===== config.mk =====
export PLATFORM = sky130hd
export DESIGN_NAME = sleep_and_watchdog_control
export DESIGN_NICKNAME = d
export VERILOG_FILES = /design/src/design/sleep_wdt_pkg.sv /design/src/design/pin_sync.sv /design/src/design/sleep_and_watchdog_control.sv /design/src/design/wdt_prescaler.sv
export VERILOG_INCLUDE_DIRS = /design/src /design/src/design
export SDC_FILE = /design/constraint.sdc
export NUM_CORES = 1
export LEC_CHECK = 0
export BUFFER_PORTS_ARGS = -buffer_cell sky130_fd_sc_hd__buf_2
export CAP_MARGIN = 25
export CORE_ASPECT_RATIO = 0.75
export CORE_MARGIN = 5
export CORE_UTILIZATION = 50
export CTS_BUF_LIST = sky130_fd_sc_hd__clkbuf_8
export CTS_CLUSTER_DIAMETER = 150
export CTS_CLUSTER_SIZE = 20
export DETAILED_ROUTE_END_ITERATION = 8
export PLACE_DENSITY = 0.75
export SLEW_MARGIN = 25
export SYNTH_ARGS = -nofsm -noshare
export SYNTH_HDL_FRONTEND = slang
export SYNTH_SLANG_ARGS = --single-unit

===== constraint.sdc =====
create_clock -name aclk -period 8.1 [get_ports aclk]
set_input_delay 0.405 -clock aclk [delete_from_list [all_inputs] [get_ports aclk]]
set_output_delay 0.405 -clock aclk [all_outputs]
set_load 0.01 [all_outputs]

===== src/design/sleep_wdt_map.svh =====
// Offsets, field positions, reset values and timing counts for the block.
// Contract
// - Power-down is entered only when the core executes the sleep instruction.
// - Sleep entry clears the power-down flag and sets the time-out flag.
// - Sleep entry clears the watchdog; it keeps counting if enabled in sleep.
// - Sleep gates the core clock; the slow oscillators keep running.
// - In sleep every port holds the level it drove before sleep.
// - Sleep changes no reset source except the watchdog.
// - Wake on master clear, brown-out, power-on, watchdog or enabled interrupts.
// - The instruction after sleep is prefetched while sleep executes.
// - An interrupt wakes only if enabled, whatever the global enable holds.
// - Global enable off resumes in line; on runs next instruction then ISR.
// - Every wake-up from sleep clears the watchdog counter.
// - A pending enabled interrupt turns sleep into a no-op, nothing changes.
// - Interrupt during sleep instruction: sleep completes, wakes at once.
// - Crystal modes wait 1024 oscillator periods on wake; others do not.
// - Watchdog expiry without a clear instruction resets the device.
// - The watchdog counts ticks of the independent 31 kHz oscillator.
// - Mode 11 keeps the watchdog on always, soft enable ignored.
// - Mode 10 runs the watchdog awake, stops it in sleep.
// - Mode 01 runs the watchdog exactly while the soft enable is one.
// - Period select spans 1 ms to 256 s; any reset restores 2 s.
// - Counter cleared on reset, clear, sleep edges, osc fail, off, start-up.
// - Watchdog expiry in sleep wakes the device instead of resetting it.
// - Code 0 is 1:32, doubling to code 10010; higher codes give 1:32.
`ifndef SLEEP_WDT_MAP_SVH
`define SLEEP_WDT_MAP_SVH
`define REG_CORE_STATUS 4'h0
`define REG_WDT_CTRL 4'h4
`define REG_WDT_CONFIG 4'h8
`define REG_BLOCK_STATE 4'hC
`define STS_TO_BIT 4
`define STS_PD_BIT 3
`define CTL_SWEN_BIT 0
`define CTL_PS_LSB 1
`define CTL_PS_MSB 5
`define CFG_MODE_LSB 0
`define CFG_MODE_MSB 1
`define CFG_XTAL_BIT 2
`define CFG_MASTER_CLEAR_INPUT_EN_BIT 3
`define CFG_BOR_EN_BIT 4
`define WDT_MODE_OFF 2'h0
`define WDT_MODE_SOFT 2'h1
`define WDT_MODE_AWAKE 2'h2
`define WDT_MODE_ON 2'h3
`define PS_RESET 5'h0B
`define PS_MAX 5'h12
`define CFG_RESET 5'h1B
`define LF_BASE_TICKS 24'h000020
`define OST_PERIODS 1024
`define OST_TOSC_PER_CYCLE 1
`define OST_CYCLES (`OST_PERIODS / `OST_TOSC_PER_CYCLE)
`define AXI_OKAY 2'h0
`define AXI_SLVERR 2'h2
`endif


===== src/design/sleep_wdt_pkg.sv =====
// Types and shared decode for the sleep and watchdog controller.
`include "sleep_wdt_map.svh"
package sleep_wdt_pkg;
    typedef enum logic [1:0] {
        ST_AWAKE,
        ST_SLEEP,
        ST_OST,
        ST_RESUME
    } pstate_t;

    typedef struct packed {
        logic bor_en;
        logic master_clear_input_en;
        logic xtal;
        logic [1:0] mode;
    } cfg_t;

    typedef struct packed {
        logic [4:0] period;
        logic swen;
    } wdt_ctl_t;

    // Reserved codes fall back to the shortest interval.
    function automatic logic [23:0] period_limit(input logic [4:0] ps);
        if (ps > `PS_MAX) begin
            return `LF_BASE_TICKS;
        end
        return `LF_BASE_TICKS << ps;
    endfunction : period_limit
endpackage : sleep_wdt_pkg


===== src/design/pin_sync.sv =====
// Three-stage pin synchroniser with agreement filter and edge pulses.
`timescale 1ns/100ps
module pin_sync #(
    parameter int W = 1,
    parameter logic [W-1:0] INIT = '0
) (
    input wire logic aclk, // System clock.
    input wire logic aresetn, // Synchronous reset, active low.
    input wire logic [W-1:0] din, // Asynchronous pin level.
    output logic [W-1:0] level, // Filtered level.
    output logic [W-1:0] rise, // One-cycle pulse on a rising change.
    output logic [W-1:0] fall // One-cycle pulse on a falling change.
);
    logic [W-1:0] s1_r, s2_r, s3_r, lvl_nxt;

    always_ff @(posedge aclk) begin
        if (!aresetn) begin
            s1_r <= INIT;
            s2_r <= INIT;
            s3_r <= INIT;
        end else begin
            s1_r <= din;
            s2_r <= s1_r;
            s3_r <= s2_r;
        end
    end

    // A change only counts once the last two stages agree.
    always_comb begin
        lvl_nxt = (s2_r & ~(s2_r ^ s3_r)) | (level & (s2_r ^ s3_r));
    end

    always_ff @(posedge aclk) begin
        if (!aresetn) begin
            level <= INIT;
            rise <= '0;
            fall <= '0;
        end else begin
            level <= lvl_nxt;
            rise <= lvl_nxt & ~level;
            fall <= ~lvl_nxt & level;
        end
    end
endmodule : pin_sync


===== src/design/sleep_and_watchdog_control.sv =====
// Sleep controller and watchdog with an AXI4-Lite register slave.
`timescale 1ns/100ps
`include "sleep_wdt_map.svh"
module sleep_and_watchdog_control #(
    parameter int CNT_W = 24,
    parameter int OST_COUNT = `OST_CYCLES
) (
    input wire logic aclk, // System clock, 25 MHz.
    input wire logic aresetn, // Synchronous reset, active low.
    input wire logic [3:0] awaddr, // Write address.
    input wire logic awvalid, // Write address valid.
    output logic awready, // Write address ready.
    input wire logic [31:0] wdata, // Write data.
    input wire logic [3:0] wstrb, // Write byte strobes.
    input wire logic wvalid, // Write data valid.
    output logic wready, // Write data ready.
    output logic [1:0] bresp, // Write response.
    output logic bvalid, // Write response valid.
    input wire logic bready, // Write response ready.
    input wire logic [3:0] araddr, // Read address.
    input wire logic arvalid, // Read address valid.
    output logic arready, // Read address ready.
    output logic [31:0] rdata, // Read data.
    output logic [1:0] rresp, // Read response.
    output logic rvalid, // Read data valid.
    input wire logic rready, // Read data ready.
    input wire logic sleep_instr, // Core executes sleep, pulse.
    input wire logic watchdog_clear_instruction, // Core clears dog, pulse.
    input wire logic int_wake_pend, // Some enabled interrupt is pending.
    input wire logic global_interrupt_enable, // Core global enable.
    input wire logic osc_fail, // Oscillator fail event, pulse.
    input wire logic ost_running, // Start-up timer is running.
    input wire logic master_clear_input_n, // Master clear pin, low.
    input wire logic brownout_reset, // Brown-out detected.
    input wire logic power_on_reset, // Power-on detected.
    input wire logic low_freq_internal_oscillator, // 31 kHz clock pin.
    output logic core_clk_en, // Core clock enable.
    output logic io_hold, // Freeze port drivers.
    output logic prefetch_next, // Fetch next instruction, pulse.
    output logic resume_inline, // Continue after sleep, pulse.
    output logic isr_call, // Vector to service routine, pulse.
    output logic device_reset, // Restart the device.
    output logic sleeping, // Device is in power-down.
    output logic power_down_flag, // Power-down status flag.
    output logic time_out_flag // Time-out status flag.
);
    sleep_wdt_pkg::pstate_t state_r, state_nxt;
    sleep_wdt_pkg::cfg_t cfg_r;
    sleep_wdt_pkg::wdt_ctl_t ctl_r;

    logic master_clear_input_lvl;
    logic lf_tick;
    logic wdt_timeout;
    logic wdt_clear;
    logic wdt_on;
    logic rst_src;
    logic asleep;
    logic sleep_take;
    logic sleep_go;
    logic wake;
    logic wake_wdt;
    logic wdt_bite;
    logic ost_done;
    logic woke_int_r;
    logic [$clog2(OST_COUNT+1)-1:0] ost_cnt_r;

    logic aw_hold_r, w_hold_r;
    logic [3:0] awaddr_r;
    logic [7:0] wbyte_r;
    logic wlane_r;
    logic do_write;
    logic [31:0] rd_data;
    logic rd_ok;
    logic wr_ok;

    pin_sync #(
        .W(1),
        .INIT(1'b1)
    ) u_master_clear_input_sync (
        .aclk(aclk),
        .aresetn(aresetn),
        .din(master_clear_input_n),
        .level(master_clear_input_lvl),
        .rise(),
        .fall()
    );

    pin_sync #(
        .W(1),
        .INIT(1'b0)
    ) u_lf_sync (
        .aclk(aclk),
        .aresetn(aresetn),
        .din(low_freq_internal_oscillator),
        .level(),
        .rise(lf_tick),
        .fall()
    );

    wdt_prescaler #(
        .CNT_W(CNT_W)
    ) u_wdt (
        .aclk(aclk),
        .aresetn(aresetn),
        .clear(wdt_clear),
        .tick(lf_tick),
        .period_sel(ctl_r.period),
        .timeout(wdt_timeout)
    );

    // Reset sources pass straight through whether asleep or not.
    always_comb begin
        rst_src = power_on_reset
            | (brownout_reset & cfg_r.bor_en)
            | (~master_clear_input_lvl & cfg_r.master_clear_input_en);
    end

    always_comb begin
        asleep = (state_r == sleep_wdt_pkg::ST_SLEEP);
        case (cfg_r.mode)
            `WDT_MODE_ON: wdt_on = 1'b1;
            `WDT_MODE_AWAKE: wdt_on = !asleep;
            `WDT_MODE_SOFT: wdt_on = ctl_r.swen;
            default: wdt_on = 1'b0;
        endcase
    end

    always_comb begin
        sleep_take = sleep_instr && !rst_src
            && (state_r == sleep_wdt_pkg::ST_AWAKE);
        sleep_go = sleep_take && !int_wake_pend;
        wake_wdt = asleep && wdt_timeout;
        wake = asleep && !rst_src
            && (int_wake_pend || wdt_timeout);
        wdt_bite = wdt_timeout && !asleep;
        ost_done = (ost_cnt_r == OST_COUNT - 1);
    end

    // A no-op sleep must not clear the counter.
    always_comb begin
        wdt_clear = rst_src || device_reset
            || watchdog_clear_instruction
            || sleep_go
            || wake
            || osc_fail
            || !wdt_on
            || ost_running
            || (state_r == sleep_wdt_pkg::ST_OST);
    end

    always_comb begin
        state_nxt = state_r;
        if (rst_src || wdt_bite) begin
            state_nxt = sleep_wdt_pkg::ST_AWAKE;
        end else begin
            case (state_r)
                sleep_wdt_pkg::ST_AWAKE: begin
                    if (sleep_go) begin
                        state_nxt = sleep_wdt_pkg::ST_SLEEP;
                    end
                end
                sleep_wdt_pkg::ST_SLEEP: begin
                    if (wake) begin
                        state_nxt = cfg_r.xtal ? sleep_wdt_pkg::ST_OST
                            : sleep_wdt_pkg::ST_RESUME;
                    end
                end
                sleep_wdt_pkg::ST_OST: begin
                    if (ost_done) begin
                        state_nxt = sleep_wdt_pkg::ST_RESUME;
                    end
                end
                sleep_wdt_pkg::ST_RESUME: begin
                    state_nxt = sleep_wdt_pkg::ST_AWAKE;
                end
                default: begin
                    state_nxt = sleep_wdt_pkg::ST_AWAKE;
                end
            endcase
        end
    end

    always_ff @(posedge aclk) begin
        if (!aresetn) begin
            state_r <= sleep_wdt_pkg::ST_AWAKE;
        end else begin
            state_r <= state_nxt;
        end
    end

    always_ff @(posedge aclk) begin
        if (!aresetn || state_r != sleep_wdt_pkg::ST_OST) begin
            ost_cnt_r <= '0;
        end else if (!ost_done) begin
            ost_cnt_r <= ost_cnt_r + 1'b1;
        end
    end

    // Remember the wake cause so a wake with no interrupt pending never vectors.
    always_ff @(posedge aclk) begin
        if (!aresetn) begin
            woke_int_r <= 1'b0;
        end else if (wake) begin
            woke_int_r <= int_wake_pend;
        end
    end

    always_ff @(posedge aclk) begin
        if (!aresetn) begin
            core_clk_en <= 1'b1;
            io_hold <= 1'b0;
            sleeping <= 1'b0;
        end else begin
            core_clk_en <= (state_nxt == sleep_wdt_pkg::ST_AWAKE)
                || (state_nxt == sleep_wdt_pkg::ST_RESUME);
            io_hold <= (state_nxt == sleep_wdt_pkg::ST_SLEEP)
                || (state_nxt == sleep_wdt_pkg::ST_OST);
            sleeping <= (state_nxt == sleep_wdt_pkg::ST_SLEEP);
        end
    end

    // The core runs the prefetched word first, then takes the vector.
    always_ff @(posedge aclk) begin
        if (!aresetn) begin
            prefetch_next <= 1'b0;
            resume_inline <= 1'b0;
            isr_call <= 1'b0;
        end else begin
            prefetch_next <= sleep_take;
            resume_inline <= (state_r == sleep_wdt_pkg::ST_RESUME)
                && !rst_src;
            isr_call <= (state_r == sleep_wdt_pkg::ST_RESUME)
                && !rst_src && woke_int_r
                && global_interrupt_enable;
        end
    end

    always_ff @(posedge aclk) begin
        if (!aresetn) begin
            device_reset <= 1'b0;
        end else begin
            device_reset <= rst_src || wdt_bite;
        end
    end

    // Hardware alone moves the flags; software can only read them.
    always_ff @(posedge aclk) begin
        if (!aresetn) begin
            time_out_flag <= 1'b1;
            power_down_flag <= 1'b1;
        end else if (power_on_reset
            || (brownout_reset && cfg_r.bor_en)) begin
            time_out_flag <= 1'b1;
            power_down_flag <= 1'b1;
        end else if (wdt_bite) begin
            time_out_flag <= 1'b0;
            power_down_flag <= 1'b1;
        end else if (wake_wdt && !rst_src) begin
            time_out_flag <= 1'b0;
            power_down_flag <= 1'b0;
        end else if (sleep_go) begin
            time_out_flag <= 1'b1;
            power_down_flag <= 1'b0;
        end else if (watchdog_clear_instruction
            && state_r == sleep_wdt_pkg::ST_AWAKE) begin
            time_out_flag <= 1'b1;
            power_down_flag <= 1'b1;
        end
    end

    // Write channel: address and data are taken in either order.
    always_comb begin
        do_write = aw_hold_r && w_hold_r && !bvalid;
        wr_ok = (awaddr_r == `REG_CORE_STATUS)
            || (awaddr_r == `REG_WDT_CTRL)
            || (awaddr_r == `REG_WDT_CONFIG)
            || (awaddr_r == `REG_BLOCK_STATE);
    end

    always_ff @(posedge aclk) begin
        if (!aresetn) begin
            awready <= 1'b0;
            wready <= 1'b0;
        end else begin
            awready <= awvalid && !awready && !aw_hold_r && !bvalid;
            wready <= wvalid && !wready && !w_hold_r && !bvalid;
        end
    end

    always_ff @(posedge aclk) begin
        if (!aresetn) begin
            aw_hold_r <= 1'b0;
            awaddr_r <= 4'h0;
        end else if (awvalid && awready) begin
            aw_hold_r <= 1'b1;
            awaddr_r <= {awaddr[3:2], 2'b00};
        end else if (do_write) begin
            aw_hold_r <= 1'b0;
        end
    end

    always_ff @(posedge aclk) begin
        if (!aresetn) begin
            w_hold_r <= 1'b0;
            wbyte_r <= 8'h00;
            wlane_r <= 1'b0;
        end else if (wvalid && wready) begin
            w_hold_r <= 1'b1;
            wbyte_r <= wdata[7:0];
            wlane_r <= wstrb[0];
        end else if (do_write) begin
            w_hold_r <= 1'b0;
        end
    end

    always_ff @(posedge aclk) begin
        if (!aresetn) begin
            bvalid <= 1'b0;
            bresp <= `AXI_OKAY;
        end else if (do_write) begin
            bvalid <= 1'b1;
            bresp <= wr_ok ? `AXI_OKAY : `AXI_SLVERR;
        end else if (bready) begin
            bvalid <= 1'b0;
        end
    end

    // Any device reset restores the period code, even over a write.
    always_ff @(posedge aclk) begin
        if (!aresetn) begin
            ctl_r <= '{period: `PS_RESET, swen: 1'b0};
        end else if (rst_src || wdt_bite) begin
            ctl_r.period <= `PS_RESET;
        end else if (do_write && wlane_r
            && awaddr_r == `REG_WDT_CTRL) begin
            ctl_r.period <= wbyte_r[`CTL_PS_MSB:`CTL_PS_LSB];
            ctl_r.swen <= wbyte_r[`CTL_SWEN_BIT];
        end
    end

    always_ff @(posedge aclk) begin
        if (!aresetn) begin
            cfg_r <= sleep_wdt_pkg::cfg_t'(`CFG_RESET);
        end else if (do_write && wlane_r
            && awaddr_r == `REG_WDT_CONFIG) begin
            cfg_r.mode <= wbyte_r[`CFG_MODE_MSB:`CFG_MODE_LSB];
            cfg_r.xtal <= wbyte_r[`CFG_XTAL_BIT];
            cfg_r.master_clear_input_en <= wbyte_r[`CFG_MASTER_CLEAR_INPUT_EN_BIT];
            cfg_r.bor_en <= wbyte_r[`CFG_BOR_EN_BIT];
        end
    end

    // Read decode; unused bits read as zero.
    always_comb begin
        rd_data = 32'h0000_0000;
        rd_ok = 1'b1;
        case ({araddr[3:2], 2'b00})
            `REG_CORE_STATUS: begin
                rd_data[`STS_TO_BIT] = time_out_flag;
                rd_data[`STS_PD_BIT] = power_down_flag;
            end
            `REG_WDT_CTRL: begin
                rd_data[`CTL_PS_MSB:`CTL_PS_LSB] = ctl_r.period;
                rd_data[`CTL_SWEN_BIT] = ctl_r.swen;
            end
            `REG_WDT_CONFIG: begin
                rd_data[`CFG_MODE_MSB:`CFG_MODE_LSB] = cfg_r.mode;
                rd_data[`CFG_XTAL_BIT] = cfg_r.xtal;
                rd_data[`CFG_MASTER_CLEAR_INPUT_EN_BIT] = cfg_r.master_clear_input_en;
                rd_data[`CFG_BOR_EN_BIT] = cfg_r.bor_en;
            end
            `REG_BLOCK_STATE: begin
                rd_data[1:0] = state_r;
                rd_data[2] = wdt_on;
            end
            default: begin
                rd_ok = 1'b0;
            end
        endcase
    end

    always_ff @(posedge aclk) begin
        if (!aresetn) begin
            arready <= 1'b0;
        end else begin
            arready <= arvalid && !arready && !rvalid;
        end
    end

    always_ff @(posedge aclk) begin
        if (!aresetn) begin
            rvalid <= 1'b0;
            rdata <= 32'h0000_0000;
            rresp <= `AXI_OKAY;
        end else if (arvalid && arready) begin
            rvalid <= 1'b1;
            rdata <= rd_data;
            rresp <= rd_ok ? `AXI_OKAY : `AXI_SLVERR;
        end else if (rready) begin
            rvalid <= 1'b0;
        end
    end
endmodule : sleep_and_watchdog_control


===== src/design/wdt_prescaler.sv =====
// Watchdog tick counter with selectable time-out.
`timescale 1ns/100ps
module wdt_prescaler #(
    parameter int CNT_W = 24
) (
    input wire logic aclk, // System clock.
    input wire logic aresetn, // Synchronous reset, active low.
    input wire logic clear, // Hold the counter at zero.
    input wire logic tick, // Slow oscillator tick enable.
    input wire logic [4:0] period_sel, // Time-out code.
    output logic timeout // One-cycle pulse at expiry.
);
    logic [CNT_W-1:0] cnt_r;
    logic [CNT_W-1:0] last;
    logic at_end;

    always_comb begin
        last = CNT_W'(sleep_wdt_pkg::period_limit(period_sel)) - CNT_W'(1);
        at_end = (cnt_r == last);
    end

    always_ff @(posedge aclk) begin
        if (!aresetn || clear) begin
            cnt_r <= '0;
        end else if (tick) begin
            cnt_r <= at_end ? '0 : cnt_r + CNT_W'(1);
        end
    end

    always_ff @(posedge aclk) begin
        if (!aresetn) begin
            timeout <= 1'b0;
        end else begin
            timeout <= !clear && tick && at_end;
        end
    end
endmodule : wdt_prescaler


; ---- Word level (Yosys, flattened, before mapping)
; Cells that the tools add are included.
[classes]
mux = 28
n_reduce_logical = 76
n_eq_ne = 18
add_sub_neg = 3
shift = 1
n_bitwise = 19
order_cmp = 1
[op_table]
columns = operator, count
row1 = 2-to-1 mux 24 bit, 3
row2 = logical AND 1 bit, 31
row3 = "adder 24 x 1 -> 24 bit, second input constant", 1
row4 = == test 24 bit, 1
row5 = "<< shifter 6 x 5 -> 24 bit, first input constant", 1
row6 = "subtractor 24 x 1 -> 24 bit, second input constant", 1
row7 = "== test 2 bit, second input constant", 10
row8 = logical OR 1 bit, 18
row9 = 2-to-1 mux 1 bit, 16
row10 = logical NOT 1 bit, 13
row11 = "adder 11 x 1 -> 11 bit, second input constant", 1
row12 = "== test 11 x 10 -> 1 bit, second input constant", 1
row13 = "== test 2 x 1 -> 1 bit, second input constant", 5
row14 = 2-to-1 mux 2 bit, 5
row15 = one-hot mux 3 bit (3 select lines), 1
row16 = one-hot mux 2 bit (4 select lines), 1
row17 = nonzero test 2 bit, 4
row18 = AND 1 bit, 7
row19 = logical NOT 2 bit, 3
row20 = NOT 1 bit, 6
row21 = one-hot mux 2 bit (3 select lines), 1
row22 = "greater-than comparator 5 bit, second input constant", 1
row23 = logical NOT 4 bit, 1
row24 = OR 1 bit, 4
row25 = other kinds (8), 10
[word_totals]
word_cells = 187
out_inout_bits = 50
reg_bits = 92

; ---- Longest topological paths before layout
; Gate-level depths: netlist of the first run.
[depth]
ltp_word = 16
depth_mapped = 15
mapped_depth_nobuf = 10

; ---- Cells and area by module
; A second synthesis of the first run with hierarchy kept.
[unflattened]
cells_unflattened = 590
area_unflattened_um2 = 5042.3
[modules_own_cells]
columns = mod, cells_per_inst, area_each_um2, n_inst
row1 = sleep_and_watchdog_control, 295, 2665.1, 1
row2 = wdt_prescaler, 266, 2015.7, 1
row3 = pin_sync at u_master_clear_input_sync, 14, 183.9, 1
row4 = pin_sync at u_lf_sync, 15, 177.7, 1

; ---- Worst setup path before layout of the first run
; Ideal clock, no wire load.
[synth_timing]
kind = flip-flop to flip-flop
startpoint = reg ctl_r[2] (netlist name)
endpoint = reg u_wdt.cnt_r[6]
synth_period_minus_slack_ps = 3087
arrival_ps = 2955
stages_incl_launch_ff = 14
setup_slack_ps = 5013
path_buffers = 3
cell_sequence = dfxtp_1 buf_6 a211oi_4 a2bb2oi_1 ha_1 clkbuf_1 and2b_1 xnor2_1 a41o_1 nor4_1 nand3_1 nor4_4 buf_6 nor3_1
[synth_via]
elab_chain_cells = 6
elab_cells_between_ends = 7
classes_between = 1 x add/sub / 1 x order compare / 1 x eq/ne / 1 x shift / 3 x mux
[synth_lines]
columns = item, line
row1 = from (decl), sleep_and_watchdog_control.sv:49  ; sleep_wdt_pkg::wdt_ctl_t ctl_r;
row2 = from (signal assigned), sleep_and_watchdog_control.sv:331  ; ctl_r <= '{period: `PS_RESET, swen: 1'b0};
row3 = greater-than comparator 5 bit (no source line), --
row4 = 2-to-1 mux 1 bit, sleep_wdt_pkg.sv:25  ; if (ps > `PS_MAX) begin
row5 = 2-to-1 mux 24 bit (*), sleep_wdt_pkg.sv:28  ; return `LF_BASE_TICKS << ps;
row6 = subtractor 24 x 1 -> 24 bit (*), wdt_prescaler.sv:18  ; last = CNT_W'(sleep_wdt_pkg::period_limit(period_sel)) - CNT_W'(1);
row7 = == test 24 bit (*), wdt_prescaler.sv:19  ; at_end = (cnt_r == last);
row8 = 2-to-1 mux 24 bit (*), wdt_prescaler.sv:26  ; cnt_r <= at_end ? '0 : cnt_r + CNT_W'(1);
row9 = to (signal assigned), wdt_prescaler.sv:26
row10 = to (decl), wdt_prescaler.sv:13  ; logic [CNT_W-1:0] cnt_r;
; Mark *: on every way between the ends. The rest lies on a longest branch, timed or not.
; A chain may end at the register's enable or synchronous reset.

; ---- Worst setup path in the final report of the first run
[layout_timing]
startpoint = reg ctl_r[1] (netlist name)
endpoint = reg u_wdt.cnt_r[18]
; The elaborated chain is that of the path after synthesis.

==> results.json, run 1 <==
{
  "syn-mean-instance-area_sq_um": 8.490,
  "cap_viol_max_count": 0,
  "crit_chain": "a211oi_4 -> a2bb2oi_1 -> ha_1 -> and2b_1 -> xnor2_1 -> a41o_1 -> nor4_1 -> nand3_1 -> nor4_4 -> buf_6 -> nor3_1",
  "core-area_sq_um": 9697,
  "gp_congestion": 0.9670,
  "hold_viol_final": 0,
  "cts_made_buffers": 9,
  "die_height_um": 96.54,
  "critPathMaxFanout": 24,
  "synth_fa_ha_area_share_pct": 1.003,
  "synth-xor-area-share_pct": 7.719,
  "synthSimpleGateAreaFrac_pct": 27.39,
  "synthMuxAreaShare_pct": 3.734,
  "post-synth-top-count-cell": "dfxtp_1",
  "post_drt_wl_per_cell_um": 15.45,
  "place_area_sq_um": 5130,
  "port_buffers": 48,
  "dp_hpwl_um": 8495,
  "syn-cell-area_sq_um": 4992,
  "setup_viol": 0,
  "yosysTopAreaCell": "dfxtp_1",
  "fin_nets": 678,
  "clockBufferDepth": 2,
  "num_antenna_cells": 0,
  "vias_per_cell": 5.689,
  "cts-htree-levels": 3,
  "vias": 4267,
  "p_leak_nw": 1.997,
  "arrival_ps": 4500,
  "period_minus_slack_ps": 4282,
  "start_util_pct": 51.48,
  "relSlewSlack_pct": 33.00,
  "post-synth-top-area-fraction_pct": 36.49,
  "dp.cells": 733,
  "fin_skew_ps": 9.259,
  "die_w_um": 125.4,
  "synth_area_leaders": "dfxtp_1 36%, buf_4 4.8%, xor2_1 4.6%, nand2_1 3.8%, xnor2_1 3.2%",
  "synth_common_cells": "91 x dfxtp_1, 51 x nand2_1, 35 x nor2_1, 32 x buf_4",
  "postSynthRegisterBits": 91,
  "area_growth_pct": 7.017,
  "drcViolationCount": 0,
  "post_cts_buffers": 0,
  "fmax_mhz": 233.5,
  "stdcell_area_sq_um": 5343,
  "crit_type": "reg -> reg",
  "final_cells": 750,
  "yosysUniqueCellTypes": 67,
  "critPathSlowestCell": "dfxtp_1",
  "synth_compound_area_share_pct": 14.96,
  "path_clk_slew_ps": 90,
  "cts.sinks": 91,
  "drive_gt1_share_pct": 13.27,
  "row_count": 31,
  "grt_max_degree": 48,
  "cts_tree": "done",
  "cts_root_buf": "clkbuf_8",
  "syn_inst": 588,
  "peakVddDrop_mv": 0.1319,
  "grt_pass1_wl_um": 19460,
  "crit_required_ps": 8320,
  "die_area_sq_um": 12100,
  "fin_crit_sh_pct": 52.86,
  "startpoint_type": "flop",
  "worstMarginPinSlew_ps": 1003,
  "grt_util_all_layers_pct": 19.71,
  "synth_flop_cell": "dfxtp_1",
  "ant_nets": 0,
  "drt_first_pass_iters": 5,
  "clk_latency_ps": 360,
  "boundaryPins": 111,
  "synth_top_family_by_area": "simple AND/OR/NAND/NOR gates",
  "drt_wl_total_um": 11590,
  "postCtsHoldBufs": 0,
  "p_per_area_nw_per_um2": 151.7,
  "yosysWarningCount": 0,
  "antenna_found_initial": 0,
  "cpPeakStageDelay_ps": 600,
  "crit_path_end_kind": "flop",
  "ys_seq_area_share_pct": 36.49,
  "synthArstFlopShare_pct": 0,
  "totalNegativeSetupSlack_ps": 0,
  "rsz0062_at_grt": "false",
  "status": "complete, no violations",
  "overflow": 0,
  "min_path_type": "in -> reg",
  "cts_resized": 0,
  "drv_slew": 0,
  "synth_edf_count": 0,
  "grt_pass1_vias": 3921,
  "drt-initial-drc-count": 335
}
registers in the layout, summed over array words and instances (netlist names), 2 cells and up, named ones only:
| name | cells |
|---|---|
| awaddr_r | 2 |
| ost_cnt_r | 11 |
| u_wdt.cnt_r | 24 |
| state_r | 2 |
| wbyte_r | 6 |
| rdata | 6 |
| cfg_r | 5 |
| ctl_r | 6 |
stage by stage:
step                      setup WS [ps]  power (W)  util (%)  hold slack [ps]
after global routing               3358  0.0008462     55.10            197.4
after detailed placement           3598  0.0005094     52.90            404.2
after global placement             3680  0.0005079     52.85            396.0
after CTS                          3545  0.0008203     54.98            198.5
after floorplan                    5013  0.0005047         -            385.3
final                              3818  0.0008107     55.10            220.3
power by group:
| part | internal [W] | leakage, nW | switching, W | total [W] |
|---|---|---|---|---|
| registers | 0.000454 | 0.737 | 0.00000510 | 0.000459 |
| clock network | 0.000151 | 0.104 | 0.000160 | 0.000311 |
| logic | 0.0000160 | 1.16 | 0.0000250 | 0.0000410 |
| total | 0.000621 | 2.00 | 0.000190 | 0.000811 |
cell type report:
type | count | area, sq um
multi-input cells | 450 | 2850
fillers | 906 | 4354
repair buffers | 51 | 266.5
clock inverters | 6 | 63.81
flip-flops and latches | 91 | 1822
inverters | 10 | 37.54
well taps | 132 | 165.2
clock buffers | 10 | 137.6
path summary, 6_finish.rpt:
check,endpoint,slack [ps],cells after the start,start
hold reg to reg,u_lf_sync.rise,410,1,u_lf_sync.level
setup / recovery,u_wdt.cnt_r[18],3820,11,ctl_r[1]
hold / removal,u_master_clear_input_sync.s1_r,220,2,master_clear_input_n
setup reg to reg,u_wdt.cnt_r[18],3820,11,ctl_r[1]
routing by layer:
metal | wire length (um) | track usage [%] | share of wire [%] | up-vias
li1 | - | - | - | 2079
met1 | 5667 | 27.85 | 49 | 2041
met3 | 716 | 4.451 | 6.2 | 8
met5 | 0 | 0 | 0 | -
met4 | 83 | 4.242 | 0.72 | 0
met2 | 5119 | 31.13 | 44 | 139
cell families after synthesis:
logic type,after synthesis
flip-flops,91
multiplexers,18
XOR/XNOR,44
buffers and inverters,75
AO/OA/AOI/OAI,103
other,1
AND/OR/NAND/NOR,252
adder cells (fa/ha/maj),4
critical path: cells and delay by family, from the launching register on:
family,cells,cell delay [ps]
AND/OR/NAND/NOR,5,1540
buffers and inverters,1,240
XOR/XNOR,1,140
adder cells (fa/ha/maj),1,580
AO/OA/AOI/OAI,3,1020
flip-flops,1,600
layout by cell type, fill, tap and decap left out, types with 5 or more instances in the layout:
cell / instances
dfxtp_1: 91
nand2_1: 51
buf_2: 48
nor2_1: 35
conb_1: 29
nand3_1: 26
xor2_1: 26
nor3_1: 25
nand4_1: 19
o21ai_0: 19
xnor2_1: 18
nor2b_1: 17
a21oi_1: 16
a21boi_0: 16
and3_1: 15
mux2i_1: 13
nand2b_1: 12
inv_1: 11
and2_1: 10
clkbuf_8: 10
nor4_1: 8
or3_1: 6
o211a_1: 6
nor3b_1: 5
mux2_2: 5
a31oi_1: 5
(Power assumes the default switching activity.)
==> run 2, diff against run 1 <==
--- a/config.mk
+++ b/config.mk
@@ -15,7 +15,7 @@
 export CTS_CLUSTER_DIAMETER = 150
 export CTS_CLUSTER_SIZE = 20
 export DETAILED_ROUTE_END_ITERATION = 8
-export PLACE_DENSITY = 0.75
+export PLACE_DENSITY = 0.77
 export SLEW_MARGIN = 25
 export SYNTH_ARGS = -nofsm -noshare
 export SYNTH_HDL_FRONTEND = slang
==> constraint.sdc (replaced) <==
create_clock -name aclk -period 3.76 [get_ports aclk]
set_input_delay 0.188 -clock aclk [delete_from_list [all_inputs] [get_ports aclk]]
set_output_delay 0.188 -clock aclk [all_outputs]
set_load 0.01 [all_outputs]
==> run 2 against run 1 <==
Against the previous run:
- sequential power grew 120%
- final cell count rose by 1.1%
- non-clock buffer count increased by 9
- count of clock-buffer cells in the layout stayed put
- sequential share of layout area is 0.51 points lower
- first-iteration DRC count grew 58%
- critical path depth grew 1
- clock skew is 4.1 ps higher
- setup slack got worse by 3500 ps
- clock power rose by 120%
- cell area rose by 1.5%
- register-to-register slack worse by 3500 ps
==> results.json, run 2 (synthesis results as in run 1) <==
{
  "cts_resized": 0,
  "clockBufferDepth": 2,
  "area_growth_pct": 8.647,
  "p_leak_nw": 2.040,
  "period_minus_slack_ps": 3430,
  "post_drt_wl_per_cell_um": 15.48,
  "grt_max_degree": 47,
  "internal_power_w": 0.001339,
  "critPathSlowestCell": "dfxtp_1",
  "cap_viol_max_count": 0,
  "drt-initial-drc-count": 530,
  "gr-usage-met3_pct": 5.714,
  "cts-htree-levels": 3,
  "fin_nets": 687,
  "multi_input_area_sq_um": 2855,
  "drt_wl_total_um": 11740,
  "grt_util_all_layers_pct": 20.11,
  "die_area_sq_um": 12100,
  "final_cell_mix": "91 x dfxtp_1, 51 x nand2_1, 48 x buf_2",
  "cts_tree": "done",
  "startpoint_type": "flop",
  "port_buffers": 48,
  "r2r_slack_ps": 330,
  "hold_viol_final": 0,
  "boundaryPins": 111,
  "mostFrequentLayoutCell": "dfxtp_1",
  "vias_per_cell": 5.677,
  "cpPeakStageDelay_ps": 580,
  "grt_pass1_vias": 4009,
  "fin_crit_sh_pct": 91.22,
  "num_antenna_cells": 0,
  "die_w_um": 125.4,
  "hold_end": "u_lf_sync.s1_r",
  "swShare_pct": 23.69,
  "core-area_sq_um": 9697,
  "combinationalPowerShare_pct": 5.1,
  "dp.cells": 742,
  "peakVddDrop_mv": 0.1957,
  "min_path_type": "in -> reg",
  "p_per_area_nw_per_um2": 323.6,
  "grt_pass1_wl_um": 19780,
  "postCtsHoldBufs": 1,
  "final_util_pct": 55.94,
  "gr-usage-met1_pct": 27.76,
  "vias": 4303,
  "row_count": 31,
  "drv_slew": 0,
  "relSlewSlack_pct": 47.90,
  "gp_congestion": 0.9140,
  "cts.sinks": 91,
  "r2r-end": "u_wdt.cnt_r[8]",
  "final_cells": 758,
  "fmax_mhz": 291.6,
  "antenna_found_initial": 0,
  "place_area_sq_um": 5210,
  "dp_hpwl_um": 8587,
  "drive_gt1_share_pct": 14.54,
  "largest-register": "u_wdt.cnt_r",
  "setup_viol": 0,
  "drcViolationCount": 0,
  "rsz0062_at_grt": "false",
  "holdPathStages": 2,
  "stdcell_area_sq_um": 5424,
  "cts_root_buf": "clkbuf_8",
  "fin_skew_ps": 13.36,
  "critPathMaxFanout": 21,
  "hold_start": "low_freq_internal_oscillator",
  "crit_path_end_kind": "flop",
  "crit_type": "reg -> reg",
  "clk_latency_ps": 370,
  "busiest_layer": "met2",
  "arrival_ps": 3640,
  "clockPowerShare_pct": 38.6,
  "overflow": 0,
  "crit_chain": "nor2_1 -> a2bb2oi_1 -> ha_1 -> and2b_1 -> xnor2_1 -> a41o_1 -> nor4_1 -> buf_4 -> nand3_1 -> nor4_4 -> buf_12 -> nor3_1",
  "drt_first_pass_iters": 6,
  "power_switching_w": 0.0004158,
  "worstMarginPinSlew_ps": 781.6,
  "crit_required_ps": 3970,
  "status": "complete, no violations",
  "ff_latch_area_sq_um": 1822,
  "die_height_um": 96.54,
  "totalNegativeSetupSlack_ps": 0,
  "largest_reg_flops": 24,
  "path_clk_slew_ps": 90,
  "pwr-share-seq_pct": 56.3,
  "reg2reg_depth": 12,
  "top_regs": "u_wdt.cnt_r x24, ost_cnt_r x11",
  "start_util_pct": 51.48,
  "use_met2_pct": 30.86,
  "regToRegStartpoint": "ctl_r[1]",
  "cts_made_buffers": 9,
  "ant_nets": 0,
  "post_cts_buffers": 0,
  "num-fill-cells": 876
}
[run 2: cell types whose count changed in the layout (fill, tap and decap cells not counted), sizes merged]
cell	before	now
dlygate4sd3	0	1
clkinvlp	1	0
buf	51	59
[run 2: layer usage]
layer  wire length, um  share of wire (%)
met5                 0                  0
met4               152                1.3
met3               938                8.0
met2              5033                 43
met1              5612                 48
[run 2: through the flow]
stage          worst slack [ps]  total power, W  hold slack [ps]
5_1_grt                   113.1        0.001838            34.85
3_5_place_dp              411.5        0.001097            371.4
3_3_place_gp              456.2        0.001095            372.7
4_1_cts                   390.9        0.001770            28.11
2_1_floorplan             673.0        0.001087            289.5
6_report                  330.1        0.001755            39.01
[run 2: critical path: cells and delay by family, from the launching register on]
family / cells / cell delay, ps
compound gates: 2 / 560
flops: 1 / 580
simple gates: 6 / 1250
xor+xnor: 1 / 140
buf+inv: 2 / 380
fa+ha+maj: 1 / 360
[run 2: final cells by class]
cell class	instances	share of cell area, %
inverter	10	0.6920
sequential	91	33.59
clock buffer	10	2.537
timing repair buffer	60	6.367
tap	132	3.045
clock inverter	5	1.130
multi-input combinational	450	52.64
[run 2: how the worst max path moves through the flow]
stage	startpoint	to	slack, ps	depth (start not counted)
floorplan	ctl_r[2]	u_wdt.cnt_r[6]	670	13
global placement	ctl_r[4]	u_wdt.cnt_r[19]	460	11
detailed placement	ctl_r[1]	u_wdt.cnt_r[19]	410	12
CTS	ctl_r[1]	u_wdt.cnt_r[8]	390	12
global route	ctl_r[1]	u_wdt.cnt_r[9]	110	12
finish	ctl_r[1]	u_wdt.cnt_r[8]	330	12
[run 2: power by group through the flow]
stage                      logic, W  registers [W]  clock network, W
after global routing      0.0000999       0.000991          0.000747
after global placement    0.0000852        0.00101                 0
after floorplan           0.0000773        0.00101                 0
final                     0.0000890       0.000988          0.000678
after detailed placement  0.0000868        0.00101                 0
after CTS                 0.0000880       0.000988          0.000694
==> run 3, diff against run 2 <==
--- a/config.mk
+++ b/config.mk
@@ -12,10 +12,11 @@
 export CORE_MARGIN = 5
 export CORE_UTILIZATION = 50
 export CTS_BUF_LIST = sky130_fd_sc_hd__clkbuf_8
-export CTS_CLUSTER_DIAMETER = 150
+export CTS_CLUSTER_DIAMETER = 60
 export CTS_CLUSTER_SIZE = 20
 export DETAILED_ROUTE_END_ITERATION = 8
 export PLACE_DENSITY = 0.77
+export RECOVER_POWER = 25
 export SLEW_MARGIN = 25
 export SYNTH_ARGS = -nofsm -noshare
 export SYNTH_HDL_FRONTEND = slang
==> run 3 against run 2 <==
Against the previous run:
- the run now ends with capacitance limit, slew limit left
- critical path depth unchanged
- non-clock buffer count unchanged
- core utilization decreased by 0.22 points
- maximum frequency grew 1.1%
- setup slack better by 36 ps
- combinational power decreased by 1%
- routed wire length down 0.28%
- clock power about the same
- sequential share of layout area up 0.13 points
- hold slack hardly changed
- clock skew is 1.8 ps lower
- largest power group unchanged
==> results.json, run 3 (synthesis results as in run 1) <==
{
  "post_cts_buffers": 0,
  "largest_reg_flops": 24,
  "startpoint_type": "flop",
  "regToRegStartpoint": "ctl_r[1]",
  "vias_per_cell": 5.683,
  "critPathBufInv": 2,
  "internal_power_w": 0.001338,
  "dp_slack_ps": 411.5,
  "p_leak_nw": 1.982,
  "power_switching_w": 0.0004144,
  "highest_layer": "met4",
  "grt_util_all_layers_pct": 20.11,
  "swShare_pct": 23.64,
  "peakVddDrop_mv": 0.1988,
  "cpPeakStageDelay_ps": 570,
  "path_clk_slew_ps": 90,
  "ant_nets": 0,
  "cts_resized": 0,
  "crit_required_ps": 3970,
  "cts_made_buffers": 9,
  "start_util_pct": 51.48,
  "overflow": 0,
  "crit_chain": "nor2_1 -> a2bb2oi_1 -> ha_1 -> and2b_1 -> xnor2_1 -> a41o_1 -> nor4_1 -> buf_4 -> nand3_1 -> nor4_4 -> buf_12 -> nor3_1",
  "grt_pass1_vias": 4009,
  "die_area_sq_um": 12100,
  "fin_skew_ps": 11.58,
  "cts.sinks": 91,
  "combinationalPowerShare_pct": 5.0,
  "reg2reg_depth": 12,
  "gp_congestion": 0.9140,
  "route.met2.wl_um": 5011,
  "routed-wl-met3_um": 1001,
  "relSlewSlack_pct": -6.344,
  "r2r-end": "u_wdt.cnt_r[8]",
  "crit_family": "simple AND/OR/NAND/NOR gates",
  "clk_latency_ps": 370,
  "area_growth_pct": 8.221,
  "fin_nets": 687,
  "crit_path_end": "u_wdt.cnt_r[8]",
  "startpoint": "ctl_r[1]",
  "violations": "capacitance limit, slew limit",
  "period_minus_slack_ps": 3394,
  "totalNegativeSetupSlack_ps": 0,
  "drcViolationCount": 0,
  "num_antenna_cells": 0,
  "pwr-share-seq_pct": 56.4,
  "vias": 4308,
  "top_regs": "u_wdt.cnt_r x24, ost_cnt_r x11",
  "fin_crit_sh_pct": 90.26,
  "cap_viol_max_count": 1,
  "postCtsHoldBufs": 1,
  "layout_setup_ws_ps": 366.1,
  "wl_met1_um": 5542,
  "worstMarginPinSlew_ps": 1595,
  "die_w_um": 125.4,
  "row_count": 31,
  "critPathSlowestCell": "dfxtp_1",
  "drv_slew": 47,
  "status": "finished with violations",
  "boundaryPins": 111,
  "drive_gt1_share_pct": 12.14,
  "clockBufferDepth": 2,
  "crit_path_end_kind": "flop",
  "p_per_area_nw_per_um2": 324.4,
  "drt_first_pass_iters": 5,
  "fmax_mhz": 294.6,
  "mostFrequentLayoutCell": "dfxtp_1",
  "rsz0062_at_grt": "false",
  "min_path_type": "in -> reg",
  "post_drt_wl_per_cell_um": 15.44,
  "largest-register": "u_wdt.cnt_r",
  "port_buffers": 48,
  "setup_viol": 0,
  "dp_hpwl_um": 8587,
  "grt_max_degree": 47,
  "final_cell_mix": "91 x dfxtp_1, 51 x nand2_1, 35 x nor2_1",
  "die_height_um": 96.54,
  "cts-htree-levels": 3,
  "arrival_ps": 3610,
  "drt-initial-drc-count": 533,
  "grt_pass1_wl_um": 19780,
  "critPathMaxFanout": 21,
  "crit_cells": 12,
  "hold_viol_final": 0,
  "cts_root_buf": "clkbuf_8",
  "clockPowerShare_pct": 38.6,
  "core-area_sq_um": 9697,
  "drt_wl_total_um": 11700,
  "crit_type": "reg -> reg",
  "cts_tree": "done",
  "r2r_slack_ps": 370,
  "antenna_found_initial": 0,
  "power_w": 0.001753
}
==> run 3: changes by cell type in the layout (fill, tap and decap cells not counted), sizes merged <==
cell | previous run | this run
buf | 59 | 44
clkbuf | 10 | 25
==> run 3: power groups by stage <==
stage / combinational [W] / clock [W] / sequential [W]
2_1_floorplan: 0.0000773 / 0 / 0.00101
3_3_place_gp: 0.0000852 / 0 / 0.00101
3_5_place_dp: 0.0000868 / 0 / 0.00101
4_1_cts: 0.0000880 / 0.000694 / 0.000988
5_1_grt: 0.0000989 / 0.000747 / 0.000991
6_report: 0.0000880 / 0.000676 / 0.000988
==> run 3: routing by layer <==
metal  up-vias  track usage (%)
met5         -                0
met4         0            5.957
met3        16            5.714
met2       182            30.86
met1      2007            27.76
li1       2103                -
==> run 3: final cells by class <==
type	instances	area [sq um]
multi-input combinational	450	2855
clock buffer	10	137.6
fill	884	4294
timing repair buffer	60	324.1
tap	132	165.2
clock inverter	5	61.31
inverter	10	37.54
sequential	91	1822
==> run 3: stage by stage <==
stage	cells	hold WS, ps	instance area [sq um]	utilization, %
after floorplan	616	289.5	5097	-
after global placement	742	372.7	5205	53.68
after detailed placement	742	371.4	5210	53.73
after CTS	758	28.11	5419	55.88
after global routing	758	34.85	5403	55.72
final	758	39.37	5403	55.72
==> run 3: how the worst min path moves through the flow <==
stage / endpoint / depth (start not counted) / slack (ps) / from
2_1_floorplan: u_master_clear_input_sync.s1_r / 1 / 290 / master_clear_input_n
3_3_place_gp: u_master_clear_input_sync.s1_r / 2 / 370 / master_clear_input_n
6_report: u_lf_sync.s1_r / 2 / 40 / low_freq_internal_oscillator
5_1_grt: u_lf_sync.s1_r / 2 / 30 / low_freq_internal_oscillator
4_1_cts: u_lf_sync.s1_r / 2 / 30 / low_freq_internal_oscillator
3_5_place_dp: u_master_clear_input_sync.s1_r / 2 / 370 / master_clear_input_n
==> run 3: worst register-to-register path, stage by stage (launching register included) <==
cell and delay, ps:
dfxtp_1 570, nor2_1 160, a2bb2oi_1 320, ha_1 360
and2b_1 240, xnor2_1 140, a41o_1 240, nor4_1 330
buf_4 180, nand3_1 120, nor4_4 330, buf_12 200
nor3_1 70
